[config.mk]
export PLATFORM = sky130hd
export DESIGN_NAME = pll_clock_mode_control
export DESIGN_NICKNAME = d
export VERILOG_FILES = /design/src/inc/clk_mode_pkg.sv /design/src/hdl/pll_clock_mode_control.sv
export SDC_FILE = /design/constraint.sdc
export NUM_CORES = 1
export LEC_CHECK = 0
export BUFFER_PORTS_ARGS = -buffer_cell sky130_fd_sc_hd__buf_2
export CELL_PAD_IN_SITES_DETAIL_PLACEMENT = 0
export CELL_PAD_IN_SITES_GLOBAL_PLACEMENT = 1
export CORE_ASPECT_RATIO = 0.5
export CORE_MARGIN = 5
export CORE_UTILIZATION = 45
export DETAILED_ROUTE_END_ITERATION = 12
export GPL_TIMING_DRIVEN = 1
export PLACE_DENSITY_LB_ADDON = 0.1
export SLEW_MARGIN = 10
export SYNTH_ARGS = -nofsm -noshare
export SYNTH_HDL_FRONTEND = slang
export SYNTH_SLANG_ARGS = --single-unit
[constraint.sdc]
create_clock -name sys_clk_i -period 4.1 [get_ports sys_clk_i]
set_input_delay 0.41 -clock sys_clk_i [delete_from_list [all_inputs] [get_ports sys_clk_i]]
set_output_delay 0.41 -clock sys_clk_i [all_outputs]
set_load 0.05 [all_outputs]
[src/inc/clk_mode_pkg.sv]
// Constants, carriers and state layout for the clock mode control block
package clk_mode_pkg;

  localparam logic [15:0] CFG_ADDR = 16'h0058;
  localparam logic [15:0] CFG_RESET = 16'hf003;

  localparam int MUL_HI = 15;
  localparam int MUL_LO = 12;
  localparam int FRAC_BIT = 11;
  localparam int CNT_HI = 10;
  localparam int CNT_LO = 3;
  localparam int FORCE_BIT = 2;
  localparam int MODE_BIT = 1;
  localparam int IND_BIT = 0;

  localparam logic [3:0] MUL_BYPASS = 4'hf;
  localparam int PRESCALE_DIV = 16;
  localparam logic [3:0] PRESC_LAST = 4'(PRESCALE_DIV - 1);

  localparam logic [3:0] NUM_ONE = 4'h1;
  localparam logic [2:0] DEN_ONE = 3'h1;
  localparam logic [2:0] DEN_HALF = 3'h2;
  localparam logic [2:0] DEN_QUARTER = 3'h4;

  typedef enum logic [1:0] {
    GEN_DIV = 2'b00,
    GEN_LOCK = 2'b01,
    GEN_PLL = 2'b10
  } gen_state_t;

  typedef enum logic [1:0] {
    SRC_DIV = 2'b00,
    SRC_REF = 2'b01,
    SRC_VCO = 2'b10
  } src_t;

  typedef struct packed {
    logic [3:0] num;
    logic [2:0] den;
  } ratio_t;

  typedef struct packed {
    logic [15:0] addr;
    logic [15:0] wdata;
    logic wr;
    logic rd;
    logic subsys_b;
  } bus_req_t;

  typedef struct packed {
    gen_state_t st;
    logic [15:1] cfg;
    logic [7:0] lock_cnt;
    logic [3:0] presc;
    logic [1:0] ref_sync;
    logic [1:0] vco_sync;
    logic ref_prev;
    logic div_phase;
    logic div_clk;
    src_t src;
    logic mclk;
    logic ind;
    logic [15:0] rdata;
    logic rvalid;
    logic vco_en;
    logic lock_busy;
    ratio_t ratio;
  } state_t;

  localparam state_t STATE_RESET = '{
    st: GEN_PLL, cfg: CFG_RESET[15:1], lock_cnt: 8'h00, presc: 4'h0,
    ref_sync: 2'h0, vco_sync: 2'h0, ref_prev: 1'b0, div_phase: 1'b0,
    div_clk: 1'b0, src: SRC_REF, mclk: 1'b0, ind: 1'b1, rdata: 16'h0000,
    rvalid: 1'b0, vco_en: 1'b1, lock_busy: 1'b0,
    ratio: '{num: NUM_ONE, den: DEN_ONE}
  };

endpackage

[src/hdl/pll_clock_mode_control.sv]
// Clock mode register, lock timer and glitch-free master clock selection
//
// What this block does
// - Divider mode halves the reference clock, or quarters it at multiplier 15
// - Reset leaves bypass: output equals reference
// - Only subsystem A reaches the mode register
// - One 16-bit read/write register at 0058h
// - Fields: multiplier, fraction, count, force, mode, status
// - Fraction bit picks integer or non-integer factor
// - Lock timer counts down every 16 references
// - Leaving divider mode, no PLL clocking before lock timer expires
// - Mode bit requests PLL or divider mode
// - Status bit reads 1 only when not divider-clocked: from the PLL or, in bypass, from the reference
// - Oscillator off only when force and mode clear
// - Divider mode lets oscillator shut down fully
// - Divider ratio is half, quarter for fifteen
// - PLL ratio table: integer, bypass, halves, quarters
// - Fraction and count fields ignored while in divider mode
// - Timer loads on divider-to-PLL change, 0..255
// - Divider clocking continues until timer hits zero
`timescale 1ns/10ps

module pll_clock_mode_control (
  input wire logic sys_clk_i, // 100 MHz system clock
  input wire logic reset_n_i, // Asynchronous reset, active low
  input wire logic clk_en_i, // Freezes all state while low
  input wire logic reference_clock_in_i, // External reference clock pin
  input wire logic vco_clock_i, // Oscillator output of the analog PLL
  input clk_mode_pkg::bus_req_t bus_i, // Data bus access, one per cycle
  output logic [15:0] rdata_o, // Read data, valid with rvalid_o
  output logic rvalid_o, // One-cycle pulse after a read
  output logic master_clock_out_o, // Selected device master clock
  output logic mode_indication_o, // 1 while clocked from the PLL side
  output logic vco_enable_o, // Runs the analog oscillator
  output logic lock_busy_o, // Lock timer is counting
  output clk_mode_pkg::ratio_t ratio_o // Requested ratio num/den
);
  import clk_mode_pkg::*;

  state_t s_reg;
  state_t s_next;
  logic ref_edge;
  logic div4;
  logic bypass;
  logic hit;
  src_t want;

  // Level of a clock source as seen through its synchroniser
  function automatic logic src_level(input src_t src, input state_t s);
    logic lvl;
    lvl = s.div_clk;
    if (src == SRC_REF) begin
      lvl = s.ref_sync[1];
    end else if (src == SRC_VCO) begin
      lvl = s.vco_sync[1];
    end
    return lvl;
  endfunction

  // Ratio from mode bit, fraction bit and multiplier field
  function automatic ratio_t calc_ratio(input logic [15:1] cfg);
    ratio_t r;
    logic [3:0] m;
    m = cfg[MUL_HI:MUL_LO];
    r.num = m + NUM_ONE;
    r.den = DEN_ONE;
    if (!cfg[MODE_BIT]) begin
      r.num = NUM_ONE;
      r.den = (m == MUL_BYPASS) ? DEN_QUARTER : DEN_HALF;
    end else if (!cfg[FRAC_BIT]) begin
      if (m == MUL_BYPASS) begin
        r.num = NUM_ONE;
      end
    end else if (m[0]) begin
      r.num = m;
      r.den = DEN_QUARTER;
    end else begin
      r.den = DEN_HALF;
    end
    return r;
  endfunction

  always_comb begin
    s_next = s_reg;
    ref_edge = s_reg.ref_sync[1] & ~s_reg.ref_prev;
    div4 = !s_reg.cfg[MODE_BIT] && (s_reg.cfg[MUL_HI:MUL_LO] == MUL_BYPASS);
    bypass = !s_reg.cfg[FRAC_BIT] && (s_reg.cfg[MUL_HI:MUL_LO] == MUL_BYPASS);
    hit = (bus_i.addr == CFG_ADDR) && !bus_i.subsys_b;

    // Pins are sampled twice before anything looks at them
    s_next.ref_sync = {s_reg.ref_sync[0], reference_clock_in_i};
    s_next.vco_sync = {s_reg.vco_sync[0], vco_clock_i};
    s_next.ref_prev = s_reg.ref_sync[1];

    // Divider runs always, so a return to divider mode needs no restart
    if (ref_edge) begin
      s_next.div_phase = ~s_reg.div_phase;
      if (!div4 || s_reg.div_phase) begin
        s_next.div_clk = ~s_reg.div_clk;
      end
    end

    // Register access; the status bit is never written
    s_next.rvalid = 1'b0;
    s_next.rdata = 16'h0000;
    if (bus_i.wr && hit) begin
      s_next.cfg = bus_i.wdata[15:1];
    end
    if (bus_i.rd) begin
      s_next.rvalid = 1'b1;
      if (hit) begin
        // Fields read back as stored; in divider mode only multiplier and force are used
        s_next.rdata = {s_reg.cfg, s_reg.ind};
      end
    end

    // Lock timer and clock mode sequencing
    unique case (s_reg.st)
      GEN_DIV: begin
        // Start only once the divider drives the clock, so locking never runs PLL-clocked
        if (s_reg.cfg[MODE_BIT] && s_reg.src == SRC_DIV) begin
          s_next.st = GEN_LOCK;
          s_next.lock_cnt = s_reg.cfg[CNT_HI:CNT_LO];
          s_next.presc = 4'h0;
        end
      end
      GEN_LOCK: begin
        if (!s_reg.cfg[MODE_BIT]) begin
          s_next.st = GEN_DIV;
        end else if (s_reg.lock_cnt == 8'h00) begin
          s_next.st = GEN_PLL;
        end else if (ref_edge) begin
          s_next.presc = s_reg.presc + 4'h1;
          if (s_reg.presc == PRESC_LAST) begin
            s_next.lock_cnt = s_reg.lock_cnt - 8'h01;
          end
        end
      end
      GEN_PLL: begin
        if (!s_reg.cfg[MODE_BIT]) begin
          s_next.st = GEN_DIV;
        end
      end
      default: begin
        s_next.st = GEN_DIV;
      end
    endcase
    s_next.lock_busy = (s_next.st == GEN_LOCK);

    // Divider keeps clocking the device until the PLL side is released
    if (s_reg.st == GEN_PLL) begin
      want = bypass ? SRC_REF : SRC_VCO;
    end else begin
      want = SRC_DIV;
    end

    // Switch only while output and new source are both low, so the
    // switch can stretch a low phase but never cut a pulse short
    if (s_reg.src != want && !s_reg.mclk && !src_level(want, s_reg)) begin
      s_next.src = want;
    end
    s_next.mclk = src_level(s_next.src, s_reg);
    s_next.ind = (s_next.src != SRC_DIV);

    s_next.vco_en = s_next.cfg[FORCE_BIT] | s_next.cfg[MODE_BIT];
    s_next.ratio = calc_ratio(s_next.cfg);
  end

  always_ff @(posedge sys_clk_i or negedge reset_n_i) begin
    if (!reset_n_i) begin
      s_reg <= STATE_RESET;
    end else if (clk_en_i) begin
      s_reg <= s_next;
    end
  end

  assign rdata_o = s_reg.rdata;
  assign rvalid_o = s_reg.rvalid;
  assign master_clock_out_o = s_reg.mclk;
  assign mode_indication_o = s_reg.ind;
  assign vco_enable_o = s_reg.vco_en;
  assign lock_busy_o = s_reg.lock_busy;
  assign ratio_o = s_reg.ratio;
endmodule

# Word level (Yosys, flattened, before mapping)
# Index checks and enable logic that the tools add are counted.
# word_totals
reg_bits,66
inputBits,40
output_inout_bits,28
elab_cells,96
# classes
add_sub_neg,3
n_eq_ne,17
n_mux,28
n_bitwise,5
n_reduce_logical,24
# op_table
cell,count
2-to-1 mux 12 bit,4
case mux 12 bit (2 select lines),1
2-to-1 mux 17 bit,1
"== test 16 x 7 -> 1 bit, second input constant",1
2-to-1 mux 16 bit,1
2-to-1 mux 15 bit,1
2-to-1 mux 2 bit,7
"== test 4 bit, second input constant",3
2-to-1 mux 4 bit,3
"!= test 2 bit, second input constant",5
2-to-1 mux 3 bit,3
"adder 4 x 1 -> 4 bit, second input constant",2
"== test 2 x 1 -> 1 bit, second input constant",4
zero test 8 bit,1
2-to-1 mux 8 bit,1
"subtractor 8 x 1 -> 8 bit, second input constant",1
logical AND 1 bit,7
2-to-1 mux 7 bit,1
AND reduction 7 bit,1
"== test 2 bit, second input constant",3
zero test 1 bit,6
case mux 2 bit (3 select lines),1
AND reduction 6 bit,1
zero test 2 bit,2
9 further kinds,16

# Logic depth before layout (Yosys ltp)
# depth
ltp_word,13
mapped_depth,13
mapped_depth_nobuf,11

# Least setup slack after synthesis
# OpenSTA, ideal clock, no wires.
# synth_path
kind,input to register
from,input port bus_i[31] (netlist name)
to,"register s_reg, in the netlist ratio_o[5]"
setup_time_ns,0.136
arrival_time_ns,2.433
path_slack_ns,1.531
path_stages,13
n_path_buf,2
cell_sequence,or4_4 -> nor3_4 -> and3_1 -> buf_6 -> buf_12 -> nand2_1 -> nand2_1 -> ha_1 -> nor2b_1 -> xnor2_1 -> nand2_1 -> o2111ai_1 -> o21ai_0
# synth_lines
item,line,rtl
from (decl),pll_clock_mode_control.sv:29,"input clk_mode_pkg::bus_req_t bus_i,"
to (signal assigned),pll_clock_mode_control.sv:173,s_reg <= s_next;
to (decl),pll_clock_mode_control.sv:40,state_t s_reg;

==> out/qor.csv <==
metric,value,unit
pre_cts_slack,0.9464,ns
dr.pass1.iters,4,
run_status,"complete, no violations",
grt_use_total,17.90,%
clockRootBuffer,clkbuf_16,
slew_headroom,43.91,%
cts-hold-fix-buffers,0,
coreArea,7885,µm²
ys_seq_elements,66,
drv_slew,0,
viasPerCell,5.232,
worst-endpoint-arrival,2.97,ns
cts.clk_slew.worst_paths,0.05,ns
cts.repair.resized,0,
setup_ws,1.308,ns
boundaryPins,68,
critical_path.n_buffers_inverters,1,
initial_utilization,45.60,%
numPortBuffers,66,
cts.sinks,66,
cpMostUsedCell,nand2_1,
reg2reg_to,s_reg[41],
clk_latency,0.33,ns
crit_chain,"buf_2, or4b_1, nor3_1, and3_1, nand2_1, nand2_1, ha_1, nor2b_1, xnor2_1, nand2_1, o2111ai_1, o21ai_0",
crit_fanout,12,
cpPeakStageDelay,0.59,ns
grt_start_max_net_pins,40,
wl_per_cell,15.08,µm
dieArea,9987,µm²
cp_top_family,simple AND/OR/NAND/NOR gates,
clock_path_buffers,2,
num_vias,2799,
yosys_warnings,0,
antenna_found_initial,0,
detail_route.iter0.violations,117,
h-tree-depth,3,
yosysSeqAreaShare,46.31,%
dpl-instance-area,3801,µm²
worst-slew-pin-transition,0.8382,ns
path_class,input pin to flip-flop,
hold_path.class,input pin to async pin,
routed_wl,8.066,mm
fp.dieW,136.4,µm
tritoncts,built,
grt_overflow,0,
fp-row-count,23,
powerDensity,534.1,nW/µm²
post-route-period-util,68.10,%
yosys-top-cells-area,"dfrtp_1, dfstp_2, o21ai_0, nand2_1, buf_4",
finalInstanceArea,4108,µm²
synth-main-ff-cell,dfrtp_1,
cap_violations,0,
cpMaxStageDelayCell,and3_1,
startpoint,bus_i[21],
reg2reg_slack,1.81,ns
syn_area_per_cell,9.438,µm²
cts_made_buffers,9,
drcViolationCount,0,
area_growth,14.23,%
synth_edf_count,0,
reg2reg_from,s_reg[41],
peakVddDrop,0.2056,mV
antenna_left,0,
grt_pass1_vias,2879,
rsz0062_at_grt,false,
synth_area,3596,µm²
synthTopCellsByCount,"dfrtp_1, nand2_1, o21ai_0",
synth_cell_types,54,
synthArstFlopShare,100.0,%
fin_nets,462,
fin_setup_tns,0,ns
critPathLaunchType,input pin,
yosysTopAreaCell,dfrtp_1,
cts_setup_buffers,0,
die_h,73.21,µm
layout_min_cycle_time,2.792,ns
worstPathRequired,4.28,ns
p_leak,1.922,nW
grt_pass1_wl,13.90,mm
place_congestion,0.8360,
crit_path_end_kind,flip-flop,
synth_nets,425,
synthCells,381,
fin_skew,0.004801,ns
fmax,358.1,MHz
crit_end,ratio_o[5],
timing.reg2reg.worst_path_depth,8,
antenna_cells,0,
largest_reg_flops,35,
setup_violations,0,
drive_above_1_share,28.61,%
critical_path_depth,12,
yosysTopAreaCellShare,38.27,%
finalHoldViolations,0,
yosysMostFrequentCell,dfrtp_1,
dpl.hpwl,5.823,mm
==> cells by family (layout without fill, tap and decap cells) <==
| logic type | count (synthesis) | after routing | synth area share [%] |
|---|---|---|---|
| AND/OR/NAND/NOR | 120 | 120 | 17.01 |
| AO/OA/AOI/OAI | 90 | 90 | 14.79 |
| buffers and inverters | 72 | 114 | 10.93 |
| flip-flops | 66 | 66 | 46.31 |
| multiplexers | 25 | 25 | 8.594 |
| adder cells (fa/ha/maj) | 4 | 4 | 1.392 |
| XOR/XNOR | 4 | 4 | 0.9744 |
==> worst register-to-register path: cells and delay by family (launching register included) <==
kind | cells | cell delay [ns]
compound gates | 3 | 0.98
flops | 1 | 0.35
simple gates | 2 | 0.46
buf+inv | 1 | 0.08
fa+ha+maj | 1 | 0.21
mux | 1 | 0.15
==> cell type report <==
class                      count  area, µm²
multi-input combinational    243       1538
inverter                      30      112.6
timing repair buffer          68      345.3
clock buffer                  12      256.5
sequential                    66       1665
clock inverter                 4      50.05
fill                         768       3777
tap                          112      140.1
==> metal layers <==
layer	wire length, µm	vias up	global-route usage [%]	part of all wire [%]
met5	0	-	0	0
met1	3806	1352	22.67	47
met2	3665	70	28.99	45
li1	-	1367	-	-
met4	97	0	5.475	1.2
met3	496	10	6.543	6.1
==> power by group <==
group	leakage [nW]	switching, mW	internal (mW)	total, mW
Clock	0.145	0.274	0.502	0.777
Sequential	0.845	0.104	0.763	0.868
Combinational	0.931	0.347	0.203	0.550
==> cell usage in the layout (no fill, tap or decap), types with 2 or more instances in the layout <==
master and count:
buf_2 66, dfrtp_1 55, nand2_1 47, o21ai_0 44, inv_1 30, a21oi_1 21, nor2_1 18, nand3_1 11
mux2_2 11, dfstp_2 11, mux2_4 9, clkbuf_16 9, nor3_1 8, nand2b_1 7, mux2i_1 5, nor2b_1 4
or3_1 4, ha_1 4, and3_1 3, nand4b_1 3, a31oi_1 3, o22ai_1 3, and4_1 3, xnor2_1 3
o22a_1 2, a22o_1 2, a41oi_1 2, o31ai_1 2, nand4_1 2, clkinvlp_4 2, clkbuf_8 2, buf_4 2
==> through the flow <==
stage          power (mW)  cells  hold WS (ns)  util [%]
2_1_floorplan       1.287    381        0.1144         -
3_3_place_gp        1.412    519        0.4586     48.21
3_5_place_dp        1.429    519        0.4589     48.21
5_1_grt             2.349    535        0.2068     52.09
4_1_cts             2.227    535        0.1555     52.09
6_report            2.194    535        0.1370     52.09
==> worst min path at each step <==
stage / startpoint / to / cells past startpoint
floorplan: reset_n_i / lock_busy_o / 0
global placement: s_reg[31] / s_reg[31] / 1
detailed placement: s_reg[31] / s_reg[31] / 1
CTS: reset_n_i / rdata_o[6] / 1
global route: reset_n_i / rdata_o[6] / 1
finish: reset_n_i / rdata_o[6] / 1
Power figures use the tool's default switching activity.
